**src/hdl/asr_consts.svh**
```systemverilog
// constants for the asynchronous serial receiver
// assumes one 50 MHz clock and that the action list is loaded before start
`ifndef ASR_CONSTS_SVH
`define ASR_CONSTS_SVH
`define ASR_CLK_MHZ 50
`define ASR_PERIOD_OFS_US 20
`define ASR_MS_CYC (1000 * `ASR_CLK_MHZ)
`define ASR_HOST_PIN 5'h10
`define ASR_BITS_8N 4'h8
`define ASR_BITS_7E 4'h7
`define ASR_SEQ_MAX 6
`define ASR_CH_0 8'h30
`define ASR_CH_1 8'h31
`define ASR_CH_9 8'h39
`define ASR_CH_UA 8'h41
`define ASR_CH_UF 8'h46
`define ASR_CH_PLUS 8'h2b
`define ASR_CH_MINUS 8'h2d
`define ASR_HEX_OFS 8'h37
`endif

```
**src/hdl/asr_pkg.sv**
```systemverilog
// types shared by the serial receiver files
// assumes nothing beyond a SystemVerilog compiler
package asr_pkg;
    // 16-bit format word, msb first
    typedef struct packed {
        logic unused;
        logic inv;
        logic seven;
        logic [12:0] period;
    } asr_fmt_t;
    typedef enum logic [2:0] {
        K_STORE = 3'h0, K_DEC = 3'h1, K_BIN = 3'h2,
        K_HEX = 3'h3, K_WAIT = 3'h4, K_SKIP = 3'h5
    } asr_kind_t;
    // one entry of the receive action list
    typedef struct packed {
        asr_kind_t kind;
        logic sgn;
        logic [3:0] cnt;
        logic [47:0] seq;
    } asr_act_t;
    typedef struct packed {
        logic [4:0] rpin;
        logic fpin_en;
        logic [3:0] fpin;
        asr_fmt_t fmt;
        logic perr_en;
        logic tmo_en;
        logic [15:0] tmo_ms;
        logic [3:0] act_count;
    } asr_cfg_t;
    typedef struct packed {
        logic valid;
        logic [2:0] idx;
        logic [7:0] data;
    } asr_byte_t;
    typedef struct packed {
        logic valid;
        logic [2:0] idx;
        logic [15:0] value;
    } asr_num_t;
    typedef struct packed {
        logic done;
        logic perr;
        logic tmo;
    } asr_exit_t;
    typedef enum logic [2:0] {
        R_IDLE = 3'h0, R_HUNT = 3'h1, R_START = 3'h3,
        R_DATA = 3'h2, R_PAR = 3'h6, R_STOP = 3'h7
    } asr_rx_st_t;
    typedef enum logic [1:0] {
        E_IDLE = 2'h0, E_FETCH = 2'h1, E_LOAD = 2'h3, E_RUN = 2'h2
    } asr_eng_st_t;
endpackage

```
**src/hdl/asr_act_mem.sv**
```systemverilog
// action list memory, eight entries, registered read
// assumes writes happen only while the receiver is idle
`timescale 1ns/10ps
`default_nettype none
module asr_act_mem
    import asr_pkg::*;
(
    // clocking
    input wire logic clk,
    input wire logic ce,
    // write port
    input wire logic we,
    input wire logic [2:0] waddr,
    input wire asr_act_t wdata,
    // read port
    input wire logic [2:0] raddr,
    output asr_act_t rdata
);
    asr_act_t mem [0:7];

    // no reset: contents are loaded by the user
    always_ff @(posedge clk) begin
        if (ce) begin
            if (we) begin
                mem[waddr] <= wdata;
            end
            rdata <= mem[raddr];
        end
    end
endmodule
`default_nettype wire

```
**src/hdl/asr_rx.sv**
```systemverilog
// asynchronous serial receiver with an action list
// assumes pins_i and host_serial_input are asynchronous, all else on clk
`include "asr_consts.svh"
`timescale 1ns/10ps
`default_nettype none
module asr_rx
    import asr_pkg::*;
#(
    parameter int unsigned MS_CYC = `ASR_MS_CYC
)(
    // clocking
    input wire logic clk,
    input wire logic nrst,
    input wire logic ce,
    // control
    input wire logic start_i,
    input wire asr_cfg_t cfg_i,
    // action list load
    input wire logic act_we,
    input wire logic [2:0] act_waddr,
    input wire asr_act_t act_wdata,
    // pins
    input wire logic host_serial_input,
    input wire logic [15:0] pins_i,
    output logic [15:0] pin_o,
    output logic [15:0] pin_oe_n,
    // results
    output logic busy_o,
    output asr_byte_t byte_o,
    output asr_num_t num_o,
    output asr_exit_t exit_o
);
    asr_cfg_t cfg_r;
    asr_act_t act_rd, act_r;
    asr_rx_st_t rx_r, rx_nxt;
    asr_eng_st_t eng_r, eng_nxt;
    logic busy_r, busy_nxt;
    logic s1_r, s2_r, s3_r, line_r;
    logic [18:0] tmr_r, tmr_nxt;
    logic [3:0] bit_r, bit_nxt;
    logic [7:0] sh_r, sh_nxt;
    logic par_r, par_nxt;
    logic stb, perr;
    logic [2:0] idx_r, idx_nxt;
    logic [4:0] cnt_r, cnt_nxt;
    logic [15:0] acc_r, acc_nxt;
    logic [3:0] ndig_r, ndig_nxt;
    logic nst_r, nst_nxt, neg_r, neg_nxt;
    logic [47:0] hist_r, hist_nxt;
    logic [15:0] pre_r, ms_r;
    asr_byte_t byte_nxt;
    asr_num_t num_nxt;
    asr_exit_t exit_nxt;
    logic [15:0] oe_n_nxt, pin_nxt;

    // digit decode: {ok, value}
    function automatic logic [4:0] digit(input asr_kind_t k, input logic [7:0] b);
        logic [7:0] v;
        v = 8'h00;
        digit = 5'h00;
        case (k)
            K_BIN: if (b == `ASR_CH_0 || b == `ASR_CH_1) digit = {1'b1, 4'(b - `ASR_CH_0)};
            K_DEC: if (b >= `ASR_CH_0 && b <= `ASR_CH_9) digit = {1'b1, 4'(b - `ASR_CH_0)};
            K_HEX: begin
                if (b >= `ASR_CH_0 && b <= `ASR_CH_9) v = b - `ASR_CH_0;
                else if (b >= `ASR_CH_UA && b <= `ASR_CH_UF) v = b - `ASR_HEX_OFS;
                else v = 8'hff;
                if (v != 8'hff) digit = {1'b1, v[3:0]};
            end
            default: digit = 5'h00;
        endcase
    endfunction

    // one accumulate step, truncated to 16 bits
    function automatic logic [15:0] step(input asr_kind_t k, input logic [15:0] a, input logic [3:0] d);
        case (k)
            K_BIN: step = 16'({a, 1'b0} + 17'(d));
            K_HEX: step = 16'({a, 4'h0} + 20'(d));
            default: step = 16'({a, 3'h0} + {a, 1'b0} + 19'(d));
        endcase
    endfunction

    // byte mask for a match of n bytes, newest in the low byte
    function automatic logic [47:0] seq_mask(input logic [3:0] n);
        seq_mask = 48'h0;
        for (int i = 0; i < `ASR_SEQ_MAX; i++) begin
            if (i < int'(n)) seq_mask[i*8 +: 8] = 8'hff;
        end
    endfunction

    // bit period in cycles from the format word
    // same encoding the sender tables use
    function automatic logic [18:0] per_cyc(input asr_fmt_t f);
        per_cyc = 19'((32'(f.period) + `ASR_PERIOD_OFS_US) * `ASR_CLK_MHZ);
    endfunction

    // bit 15 of the format is never read
    wire logic inv = cfg_r.fmt.inv;
    wire logic seven = cfg_r.fmt.seven;
    // 20us period floor, 50 kbps top
    wire logic [18:0] per = per_cyc(cfg_r.fmt);
    wire logic [18:0] half = {1'b0, per[18:1]};
    wire logic [3:0] nbits = seven ? `ASR_BITS_7E : `ASR_BITS_8N;
    // 16 selects the host input, else a general pin
    wire logic raw_pin = (cfg_r.rpin == `ASR_HOST_PIN) ? host_serial_input : pins_i[cfg_r.rpin[3:0]];
    // normalise so idle is one and start is zero
    wire logic bit_n = line_r ^ inv;
    wire logic tick = (tmr_r == 19'h0);
    // 7E bytes keep seven bits only
    wire logic [7:0] rx_byte = seven ? {1'b0, sh_r[7:1]} : sh_r;
    wire logic [4:0] dg = digit(act_r.kind, rx_byte);
    wire logic is_sign = act_r.sgn && (rx_byte == `ASR_CH_PLUS || rx_byte == `ASR_CH_MINUS);
    wire logic [47:0] hist_sh = {hist_r[39:0], rx_byte};
    wire logic [47:0] msk = seq_mask(act_r.cnt);
    wire logic seq_hit = ((hist_sh ^ act_r.seq) & msk) == 48'h0;
    wire logic last_act = ({1'b0, idx_r} + 4'h1) >= cfg_r.act_count;
    wire logic start_ok = start_i && !busy_r;
    // timer fires when the wait reaches the limit
    // only honoured when the timeout pair is present
    wire logic tmo_hit = busy_r && cfg_r.tmo_en && (ms_r == cfg_r.tmo_ms);
    wire logic [15:0] acc_out = neg_r ? 16'(-acc_r) : acc_r;
    // ready level follows polarity, asserted while hunting
    wire logic rdy_lvl = (busy_nxt && rx_nxt == R_HUNT) ? inv : ~inv;

    // three-stage synchroniser, line changes once stages two and three agree
    always_ff @(posedge clk or negedge nrst) begin
        if (!nrst) begin
            s1_r <= 1'b1;
            s2_r <= 1'b1;
            s3_r <= 1'b1;
            line_r <= 1'b1;
        end else if (ce) begin
            s1_r <= raw_pin;
            s2_r <= s1_r;
            s3_r <= s2_r;
            if (s2_r == s3_r) line_r <= s3_r;
        end
    end

    // bit-level receive state machine
    always_comb begin
        rx_nxt = rx_r;
        tmr_nxt = tick ? tmr_r : tmr_r - 19'h1;
        bit_nxt = bit_r;
        sh_nxt = sh_r;
        par_nxt = par_r;
        stb = 1'b0;
        perr = 1'b0;
        case (rx_r)
            R_HUNT: if (!bit_n) begin
                rx_nxt = R_START;
                tmr_nxt = half;
            end
            R_START: if (tick) begin
                rx_nxt = bit_n ? R_HUNT : R_DATA;
                tmr_nxt = per - 19'h1;
                bit_nxt = 4'h0;
            end
            R_DATA: if (tick) begin
                sh_nxt = {bit_n, sh_r[7:1]};
                bit_nxt = bit_r + 4'h1;
                tmr_nxt = per - 19'h1;
                // seven bits plus parity or eight bits
                if (bit_r == nbits - 4'h1) rx_nxt = seven ? R_PAR : R_STOP;
            end
            R_PAR: if (tick) begin
                par_nxt = bit_n;
                rx_nxt = R_STOP;
                tmr_nxt = per - 19'h1;
            end
            // one stop bit, a missing stop drops the byte
            R_STOP: if (tick) begin
                rx_nxt = R_HUNT;
                stb = bit_n;
                // recompute even parity over data and parity bit
                perr = seven && ((^sh_r[7:1]) ^ par_r);
            end
            default: rx_nxt = R_IDLE;
        endcase
    end

    // action engine and exits
    always_comb begin
        eng_nxt = eng_r;
        busy_nxt = busy_r;
        idx_nxt = idx_r;
        cnt_nxt = cnt_r;
        acc_nxt = acc_r;
        ndig_nxt = ndig_r;
        nst_nxt = nst_r;
        neg_nxt = neg_r;
        hist_nxt = hist_r;
        byte_nxt = '0;
        num_nxt = '0;
        exit_nxt = '0;
        oe_n_nxt = pin_oe_n;
        if (start_ok) begin
            busy_nxt = 1'b1;
            idx_nxt = 3'h0;
            eng_nxt = E_FETCH;
            if (!cfg_i.rpin[4]) oe_n_nxt[cfg_i.rpin[3:0]] = 1'b1;
            if (cfg_i.fpin_en) oe_n_nxt[cfg_i.fpin] = 1'b0;
        end else if (busy_r) begin
            case (eng_r)
                E_FETCH: eng_nxt = E_LOAD;
                E_LOAD: begin
                    eng_nxt = E_RUN;
                    cnt_nxt = {act_rd.cnt == 4'h0, act_rd.cnt};
                    acc_nxt = 16'h0;
                    ndig_nxt = 4'h0;
                    nst_nxt = 1'b0;
                    neg_nxt = 1'b0;
                    hist_nxt = 48'h0;
                end
                E_RUN: if (stb) begin
                    // each action kind consumes the byte its own way
                    case (act_r.kind)
                        K_STORE: begin
                            byte_nxt = '{valid: 1'b1, idx: idx_r, data: rx_byte};
                            cnt_nxt = cnt_r - 5'h1;
                        end
                        K_SKIP: cnt_nxt = cnt_r - 5'h1;
                        // exact match of the last n bytes
                        K_WAIT: begin
                            hist_nxt = hist_sh;
                            if (seq_hit) cnt_nxt = 5'h0;
                        end
                        // skip junk, accumulate, stop on non-digit or count
                        default: begin
                            if (dg[4]) begin
                                acc_nxt = step(act_r.kind, nst_r ? acc_r : 16'h0, dg[3:0]);
                                ndig_nxt = ndig_r + 4'h1;
                                nst_nxt = 1'b1;
                                if (act_r.cnt != 4'h0 && ndig_r + 4'h1 == act_r.cnt) cnt_nxt = 5'h0;
                            end else if (!nst_r && is_sign) begin
                                nst_nxt = 1'b1;
                                neg_nxt = (rx_byte == `ASR_CH_MINUS);
                            end else if (nst_r) begin
                                cnt_nxt = 5'h0;
                            end
                        end
                    endcase
                end
                default: eng_nxt = E_IDLE;
            endcase
            // action finished: move on or end
            if (eng_r == E_RUN && stb && cnt_nxt == 5'h0) begin
                if (act_r.kind inside {K_DEC, K_BIN, K_HEX}) begin
                    num_nxt.valid = 1'b1;
                    num_nxt.idx = idx_r;
                    num_nxt.value = neg_nxt ? 16'(-acc_nxt) : acc_nxt;
                end
                if (last_act) begin
                    busy_nxt = 1'b0;
                    eng_nxt = E_IDLE;
                    exit_nxt.done = 1'b1;
                end else begin
                    idx_nxt = idx_r + 3'h1;
                    eng_nxt = E_FETCH;
                end
            end
            // parity exit only with the target in 7E mode
            if (stb && perr && cfg_r.perr_en && seven) begin
                busy_nxt = 1'b0;
                eng_nxt = E_IDLE;
                exit_nxt = '{done: 1'b0, perr: 1'b1, tmo: 1'b0};
                byte_nxt = '0;
                num_nxt = '0;
            end else if (tmo_hit && !stb) begin
                busy_nxt = 1'b0;
                eng_nxt = E_IDLE;
                exit_nxt = '{done: 1'b0, perr: 1'b0, tmo: 1'b1};
            end
        end
    end

    always_comb begin
        pin_nxt = 16'h0;
        if (cfg_r.fpin_en) pin_nxt[cfg_r.fpin] = rdy_lvl;
    end

    // configuration capture at start
    always_ff @(posedge clk or negedge nrst) begin
        if (!nrst) cfg_r <= '0;
        else if (ce && start_ok) cfg_r <= cfg_i;
    end

    // receive state registers
    always_ff @(posedge clk or negedge nrst) begin
        if (!nrst) begin
            rx_r <= R_IDLE;
            tmr_r <= 19'h0;
            bit_r <= 4'h0;
            sh_r <= 8'h0;
            par_r <= 1'b0;
        end else if (ce) begin
            rx_r <= busy_nxt ? ((rx_r == R_IDLE) ? R_HUNT : rx_nxt) : R_IDLE;
            tmr_r <= tmr_nxt;
            bit_r <= bit_nxt;
            sh_r <= sh_nxt;
            par_r <= par_nxt;
        end
    end

    // engine registers
    always_ff @(posedge clk or negedge nrst) begin
        if (!nrst) begin
            eng_r <= E_IDLE;
            busy_r <= 1'b0;
            idx_r <= 3'h0;
            act_r <= '0;
            cnt_r <= 5'h0;
            acc_r <= 16'h0;
            ndig_r <= 4'h0;
            nst_r <= 1'b0;
            neg_r <= 1'b0;
            hist_r <= 48'h0;
        end else if (ce) begin
            eng_r <= eng_nxt;
            busy_r <= busy_nxt;
            idx_r <= idx_nxt;
            if (eng_r == E_LOAD) act_r <= act_rd;
            cnt_r <= cnt_nxt;
            acc_r <= acc_nxt;
            ndig_r <= ndig_nxt;
            nst_r <= nst_nxt;
            neg_r <= neg_nxt;
            hist_r <= hist_nxt;
        end
    end

    // millisecond wait counter, restarted by each byte
    always_ff @(posedge clk or negedge nrst) begin
        if (!nrst) begin
            pre_r <= 16'h0;
            ms_r <= 16'h0;
        end else if (ce) begin
            if (!busy_r || stb) begin
                pre_r <= 16'h0;
                ms_r <= 16'h0;
            end else if (pre_r == 16'(MS_CYC - 1)) begin
                pre_r <= 16'h0;
                if (!tmo_hit) ms_r <= ms_r + 16'h1;
            end else begin
                pre_r <= pre_r + 16'h1;
            end
        end
    end

    // output registers
    always_ff @(posedge clk or negedge nrst) begin
        if (!nrst) begin
            pin_o <= 16'h0;
            pin_oe_n <= 16'hffff;
            busy_o <= 1'b0;
            byte_o <= '0;
            num_o <= '0;
            exit_o <= '0;
        end else if (ce) begin
            pin_o <= pin_nxt;
            pin_oe_n <= oe_n_nxt;
            busy_o <= busy_nxt;
            byte_o <= byte_nxt;
            num_o <= num_nxt;
            exit_o <= exit_nxt;
        end
    end

    asr_act_mem u_mem (
        .clk(clk),
        .ce(ce),
        .we(act_we),
        .waddr(act_waddr),
        .wdata(act_wdata),
        .raddr(idx_r),
        .rdata(act_rd)
    );
endmodule
`default_nettype wire

```
**config.mk**
```make
export PLATFORM = sky130hd
export DESIGN_NAME = asr_rx
export DESIGN_NICKNAME = d
export VERILOG_FILES = /design/src/hdl/asr_pkg.sv /design/src/hdl/asr_act_mem.sv /design/src/hdl/asr_rx.sv
export VERILOG_INCLUDE_DIRS = /design/src /design/src/hdl
export SDC_FILE = /design/constraint.sdc
export NUM_CORES = 1
export LEC_CHECK = 0
export BUFFER_PORTS_ARGS = -buffer_cell sky130_fd_sc_hd__buf_2
export CAP_MARGIN = 15
export CORE_MARGIN = 4
export CORE_UTILIZATION = 35
export DETAILED_ROUTE_END_ITERATION = 12
export PLACE_DENSITY = 0.59
export SETUP_SLACK_MARGIN = 0.3
export SYNTH_ARGS = -nofsm -noshare
export SYNTH_HDL_FRONTEND = slang
export SYNTH_SLANG_ARGS = --single-unit
```
**constraint.sdc**
```tcl
create_clock -name clk -period 6.7 [get_ports clk]
set_input_delay 0.67 -clock clk [delete_from_list [all_inputs] [get_ports clk]]
set_output_delay 0.67 -clock clk [all_outputs]
set_load 0.01 [all_outputs]
```
# [After elaboration in Yosys (flattened, before gate mapping)]
# Memory sizes are Yosys's and may differ from the RTL's. A register that Yosys moved wholly into a read port is not among the register bits.
# Index checks and enable logic that the tools add are counted.
[op_classes] add_sub_neg=18 n_mul=1 order_cmp=18 eq_ne=35 mux=131 bitwise=10 n_reduce_logical=56
[ops] operator="2-to-1 mux 16 bit" count=15
[ops] operator="2-to-1 mux 20 bit" count=5
[ops] operator="2-to-1 mux 40 bit" count=2
[ops] operator="2-to-1 mux 8 bit" count=10
[ops] operator="one-hot mux 40 bit (2 select lines)" count=1
[ops] operator="2-to-1 mux 12 bit" count=6
[ops] operator="one-hot mux 16 bit (2 select lines)" count=2
[ops] operator="2-to-1 mux 19 bit" count=3
[ops] operator="2-to-1 mux 5 bit" count=11
[ops] operator="adder 16 x 4 -> 16 bit" count=3
[ops] operator="AND 48 bit" count=1
[ops] operator="zero test 48 bit" count=1
[ops] operator="2-to-1 mux 3 bit" count=16
[ops] operator="bitwise XOR 48 bit" count=1
[ops] operator="one-hot mux 19 bit (2 select lines)" count=1
[ops] operator="subtractor 19 x 1 -> 19 bit (second input constant)" count=2
[ops] operator="2-to-1 mux 1 bit" count=33
[ops] operator="adder 16 x 1 -> 16 bit (second input constant)" count=2
[ops] operator="AND 16 bit" count=2
[ops] operator="== test 8 x 6 -> 1 bit (second input constant)" count=4
[ops] operator="2-to-1 mux 4 bit" count=6
[ops] operator="logical AND 1 bit" count=20
[ops] operator="< comparator 4 x 5 -> 1 bit (second input constant)" count=4
[ops] operator="one-hot mux 5 bit (2 select lines)" count=2
[ops] operator="other kinds (64)" count=116
[word_totals] ff_bits=314 mem_bits_rw=448 in_bits=129 out_inout_bits=68 elab_cells=315 mem_count=1
[memory_table] memory="u_mem.mem" words=8 word_bits=56 rd=1 rd_ports_with_merged_regs=1 write_ports=1 line="asr_act_mem.sv:19" source="asr_act_t mem [0:7];"

# [Logic depth before layout (Yosys ltp)]
[depth] word_depth=26 mapped_depth=29 depth_no_buf=26

# [Modules after synthesis]
# A second synthesis with hierarchy kept.
[unflattened] hier_cells=2876 hier_area_um2=38359.3
[modules_own_cells] module="asr_rx" instances=1 cells_each=2160 area_each_um2=19821.5 seq_area_each_um2=7882.6
[modules_own_cells] module="asr_act_mem" instances=1 cells_each=716 area_each_um2=18537.8 seq_area_each_um2=15134.5

# [Worst setup path before layout]
# No wires, ideal clock.
[synth_path] path_type="input-to-reg" from="in ce" to="mem u_mem.mem[1][0] (netlist name) (enable)" setup_ps=539 arrival_ps=5528 slack_ps=632 path_stages=5 n_path_buf=3 cell_sequence="clkbuf_1 clkbuf_1 buf_1 nand2_1 nor3_1"
[synth_via] elab_chain_cells=2
[synth_rtl] element="from (decl)" line="asr_rx.sv:14" source="input wire logic ce,"
[synth_rtl] element="2-to-1 mux 1 bit" line="asr_act_mem.sv:23" source="if (ce) begin"
[synth_rtl] element="2-to-1 mux 1 bit (implied by the code)" line="asr_act_mem.sv:25" source="mem[waddr] <= wdata;"
[synth_rtl] element="to (decl)" line="asr_act_mem.sv:19"
# No other way between the ends.

# [Final worst setup path]
[layout_path] from="reg cfg_r, in the netlist seven" to="reg num_o[11] (netlist name)"
[layout_via] elab_chain_cells=24
[layout_rtl] element="from (decl)" line="asr_rx.sv:33" source="asr_cfg_t cfg_r;"
[layout_rtl] element="from (signal assigned)" line="asr_rx.sv:285" source="else if (ce && start_ok) cfg_r <= cfg_i;"
[layout_rtl] element="2-to-1 mux 8 bit" line="asr_rx.sv:110" source="wire logic [7:0] rx_byte = seven ? {1'b0, sh_r[7:1]} : sh_r;"
[layout_rtl] element=">= comparator 8 x 7 -> 1 bit (no line) / less-or-equal comparator 8 x 7 -> 1 bit (equally long branches)"
[layout_rtl] element="logical AND 1 bit (no line)"
[layout_rtl] element="2-to-1 mux 8 bit" line="asr_rx.sv:66" source="else if (b >= `ASR_CH_UA && b <= `ASR_CH_UF) v = b - `ASR_HEX_OFS;"
[layout_rtl] element="2-to-1 mux 8 bit" line="asr_rx.sv:65" source="if (b >= `ASR_CH_0 && b <= `ASR_CH_9) v = b - `ASR_CH_0;"
[layout_rtl] element="2-to-1 mux 8 bit" line="asr_rx.sv:61" source="case (k)"
[layout_rtl] element="inequality test 8 bit" line="asr_rx.sv:68" source="if (v != 8'hff) digit = {1'b1, v[3:0]};"
[layout_rtl] element="2-to-1 mux 5 bit" line="asr_rx.sv:68"
[layout_rtl] element="[... 8 more ...]"
[layout_rtl] element="2-to-1 mux 16 bit" line="asr_rx.sv:197" source="if (start_ok) begin"
[layout_rtl] element="negation 16 bit" line="asr_rx.sv:251" source="num_nxt.value = neg_nxt ? 16'(-acc_nxt) : acc_nxt;"
[layout_rtl] element="2-to-1 mux 16 bit" line="asr_rx.sv:251"
[layout_rtl] element="2-to-1 mux 20 bit" line="asr_rx.sv:248" source="if (act_r.kind inside {K_DEC, K_BIN, K_HEX}) begin"
[layout_rtl] element="2-to-1 mux 20 bit" line="asr_rx.sv:247" source="if (eng_r == E_RUN && stb && cnt_nxt == 5'h0) begin"
[layout_rtl] element="2-to-1 mux 20 bit *" line="asr_rx.sv:263" source="if (stb && perr && cfg_r.perr_en && seven) begin"
[layout_rtl] element="2-to-1 mux 20 bit *" line="asr_rx.sv:203" source="end else if (busy_r) begin"
[layout_rtl] element="2-to-1 mux 20 bit *" line="asr_rx.sv:197"
[layout_rtl] element="to (signal assigned)" line="asr_rx.sv:364" source="num_o <= num_nxt;"
[layout_rtl] element="to (decl)" line="asr_rx.sv:30" source="output asr_num_t num_o,"
# Every way passes the cells marked *; elsewhere a longest branch is shown, timed or not. The select of a mux whose other input is x is not followed.
# A chain may end at the register's enable or synchronous reset.

==> impl_metrics.toml <==
[route]
routedWlPerCell_um = 19.8
viasPerCell = 5.22
drtIter0Drc = 2164
ant_nets = 0
dr.pass1.iters = 8
wirelength_um = 93800
route.detailed.drc = 0
route.vias.total = 24700

[critical_path]
r2r_end = "num_o[11]"
start_kind = "register"
end_kind = "register"
cp_top_family = "simple AND/OR/NAND/NOR gates"
slowest_delay_ps = 580
r2r_slack_ps = 710
r2r_start = "seven"
critPathMaxFanout = 9
path_buf_inv = 2
crit_type = "reg2reg"
arrival_ps = 6530
cp_slowest_cell = "fa_1"
r2r_cells = 23
required_ps = 7230
crit_chain = "mux2i_2 -> inv_1 -> ha_1 -> nand3b_1 -> nor4b_1 -> a31oi_1 -> and2_1 -> nand3_1 -> a21oi_1 -> fa_1 -> inv_1 -> fa_1 -> nor2b_1 -> o22ai_1 -> xnor2_1 -> a221o_1 -> and2_1 -> a211oi_1 -> nand4_1 -> or3_4 -> o41ai_2 -> xnor2_1 -> o2bb2ai_1"

[logic_synthesis]
synth-edff-count = 504
syn_inst = 3037
synth_warnings = 0
synth_top_family_by_area = "simple AND/OR/NAND/NOR gates"
synthArstFlopShare_pct = 38.4
synth_nets = 3274
syn_area_um2 = 38300
synth_adder_area_share_pct = 3.76
synth_xor_xnor_area_share_pct = 4.09
synth_compound_area_share_pct = 8.61
ys_seq_area_share_pct = 60.0
muxShareOfSynthArea_pct = 9.32
yosys.area_share.simple_pct = 11.6
yosys-top-cells-area = "edfxtp_1 39%, dfrtp_1 19%, mux4_2 6.9%"
syn_area_per_cell_um2 = 12.6
synth_top_area_share_pct = 39.5
synthFlopType = "edfxtp_1"
yosysUniqueCellTypes = 92
synth_top_area_cell = "edfxtp_1"
yosys_register_bits = 818

[clock_tree]
htreeDepth = 3
post_cts_buffers = 0
cts_buffer_depth = 3
path_clk_slew_ps = 60
clk_latency_ps = 680
cts_made_buffers = 90
cts_sinks = 818
cts_tree = "done"
cts_root_buf = "clkbuf_16"

[sta]
tightest_slew_ps = 1090
hold_viol = 0
setup_tns_ps = 0
skew_ps = 36.2
rsz0062_at_grt = "false"
max_freq_mhz = 167
setup_viol = 0
slew_headroom_pct = 27.1
period_needed_ps = 5990
fin_crit_sh_pct = 89.5
slew_violations = 0
holdWs_ps = 34.2

[power]
p_per_area_nw_per_um2 = 401
netSwitchingFraction_pct = 35.3
ir_drop_mv = 0.688
switching_power_w = 0.00624
power_frac_comb_pct = 34.0
seqPwrFrac_pct = 37.6
p_leak_nw = 17.2
internal_power_w = 0.0114
finalPower_w = 0.0177
power.share.clock_pct = 28.4

[place]
port_buffers = 195
hpwl_um = 59200
gp_congestion = 0.849
dpl_cell_area_um2 = 41000
dp.cells = 4545

[die]
die_area_um2 = 115000
fp-row-count = 121
die_x_um = 339
start_util_pct = 35.2
die_h_um = 339
ios = 197
core-area_um2 = 109000

[grt]
grt_use_met3_pct = 3.46
grt_max_degree = 142
met1_usage_pct = 22.0
met2_usage_pct = 25.7
grt_pass1_wl_um = 145000
grt_pass1_vias = 24000
grt-ovfl-total = 0
busiest_layer = "met2"
grt_antenna_before_repair = 27
track_usage_pct = 16.0

[cells_and_area]
drive_above_1_share_pct = 19.4
final_cell_area_um2 = 44100
final_cell_count_no_fill = 4725
layout_common_cells = "524 x nand2_1, 504 x edfxtp_1, 290 x dfrtp_1"
layout.nets = 3460
layout_commonest_cell = "nand2_1"
nFillCells = 10000
synthToLayoutAreaGrowth_pct = 14.9

[hold_path]
hp-class = "in2async"

[run_status]
status = "complete, no violations"

[job]
cap_violations = 0
worst max path at each step:
stage	from	end	slack [ps]	depth (start not counted)
6_report	seven	num_o[11]	710	23
5_1_grt	seven	num_o[11]	330	22
4_1_cts	seven	num_o[11]	490	25
3_5_place_dp	seven	num_o[15]	530	25
3_3_place_gp	seven	num_o[11]	560	25
2_1_floorplan	ce	u_mem.mem[1][0]	630	5
routing by layer:
layer | share of wire [%] | vias up | wire [µm]
li1 | - | 11600 | -
met1 | 45 | 12400 | 42100
met2 | 47 | 581 | 44000
met3 | 5.9 | 140 | 5550
met4 | 2.1 | 8 | 1990
met5 | 0.065 | - | 61
cells by family after synthesis:
logic type,count (synthesis)
AO/OA/AOI/OAI,499
XOR/XNOR,177
multiplexers,202
adder cells (fa/ha/maj),108
AND/OR/NAND/NOR,971
flip-flops,818
buffers and inverters,262
sequential cells by signal, summed over array words and instances, names as in the netlist, 3 cells and up:
| signal | count |
|---|---|
| pre_r | 16 |
| byte_o | 12 |
| u_mem.mem | 448 |
| u_mem.rdata | 56 |
| ndig_r | 4 |
| hist_r | 40 |
| ms_r | 16 |
| pin_oe_n | 16 |
| num_o | 20 |
| act_r | 56 |
| bit_r | 4 |
| pin_o | 16 |
| tmr_r | 19 |
| rx_r | 3 |
| acc_r | 16 |
| sh_r | 8 |
| idx_r | 3 |
| exit_o | 3 |
| cfg_r | 45 |
| cnt_r | 5 |
metrics by stage:
| step | utilization [%] | setup slack (ps) |
|---|---|---|
| floorplan | - | 632 |
| finish | 40.5 | 707 |
| detailed placement | 37.7 | 527 |
| global placement | 37.7 | 563 |
| CTS | 40.4 | 494 |
| global route | 40.5 | 330 |
power by group through the flow:
stage	Combinational (W)	Clock, W	Sequential (W)
floorplan	0.00466	0	0.00650
global placement	0.00596	0	0.00673
detailed placement	0.00601	0	0.00675
CTS	0.00605	0.00515	0.00665
global route	0.00679	0.00538	0.00673
finish	0.00600	0.00502	0.00665
cells in the mapped netlist (all sizes together), types with 25 or more instances:
cell	number
ha	96
o2bb2ai	38
dfrtp	294
nor2b	31
inv	106
nor2	129
nand2	526
nor4	27
o21ai	143
xor2	108
nor3	57
mux4	117
nand3	48
a31oi	28
nand2b	25
clkbuf	132
edfxtp	504
mux2	70
a21oi	107
xnor2	69
area by class of cell:
type	count	area (µm²)	area share, %
diodes	11	27.5	0.0625
clock buffers	118	2500	5.67
clock inverters	51	543	1.23
inverters	108	405	0.920
multi-input cells	1957	14400	32.7
flip-flops and latches	818	23000	52.2
well taps	1414	1770	4.01
repair buffers	248	1400	3.17
worst register-to-register path, delay by kind of cell, from the launching register on:
kind	cells	cell delay, ps
AOI/OAI and AO/OA	7	1390
xor gates and xnor gates	2	300
adders and majority gates	3	1320
buffers and inverters	2	220
DFF	1	490
muxes	1	370
and+or+nand+nor	8	1780
repair_timing:
action / in CTS / in global routing
hold buffers: 0 / 0
setup endpoints to repair: 0 / 7
gates resized for setup: 0 / 6
Note: power is estimated with default switching activity, not from simulation.
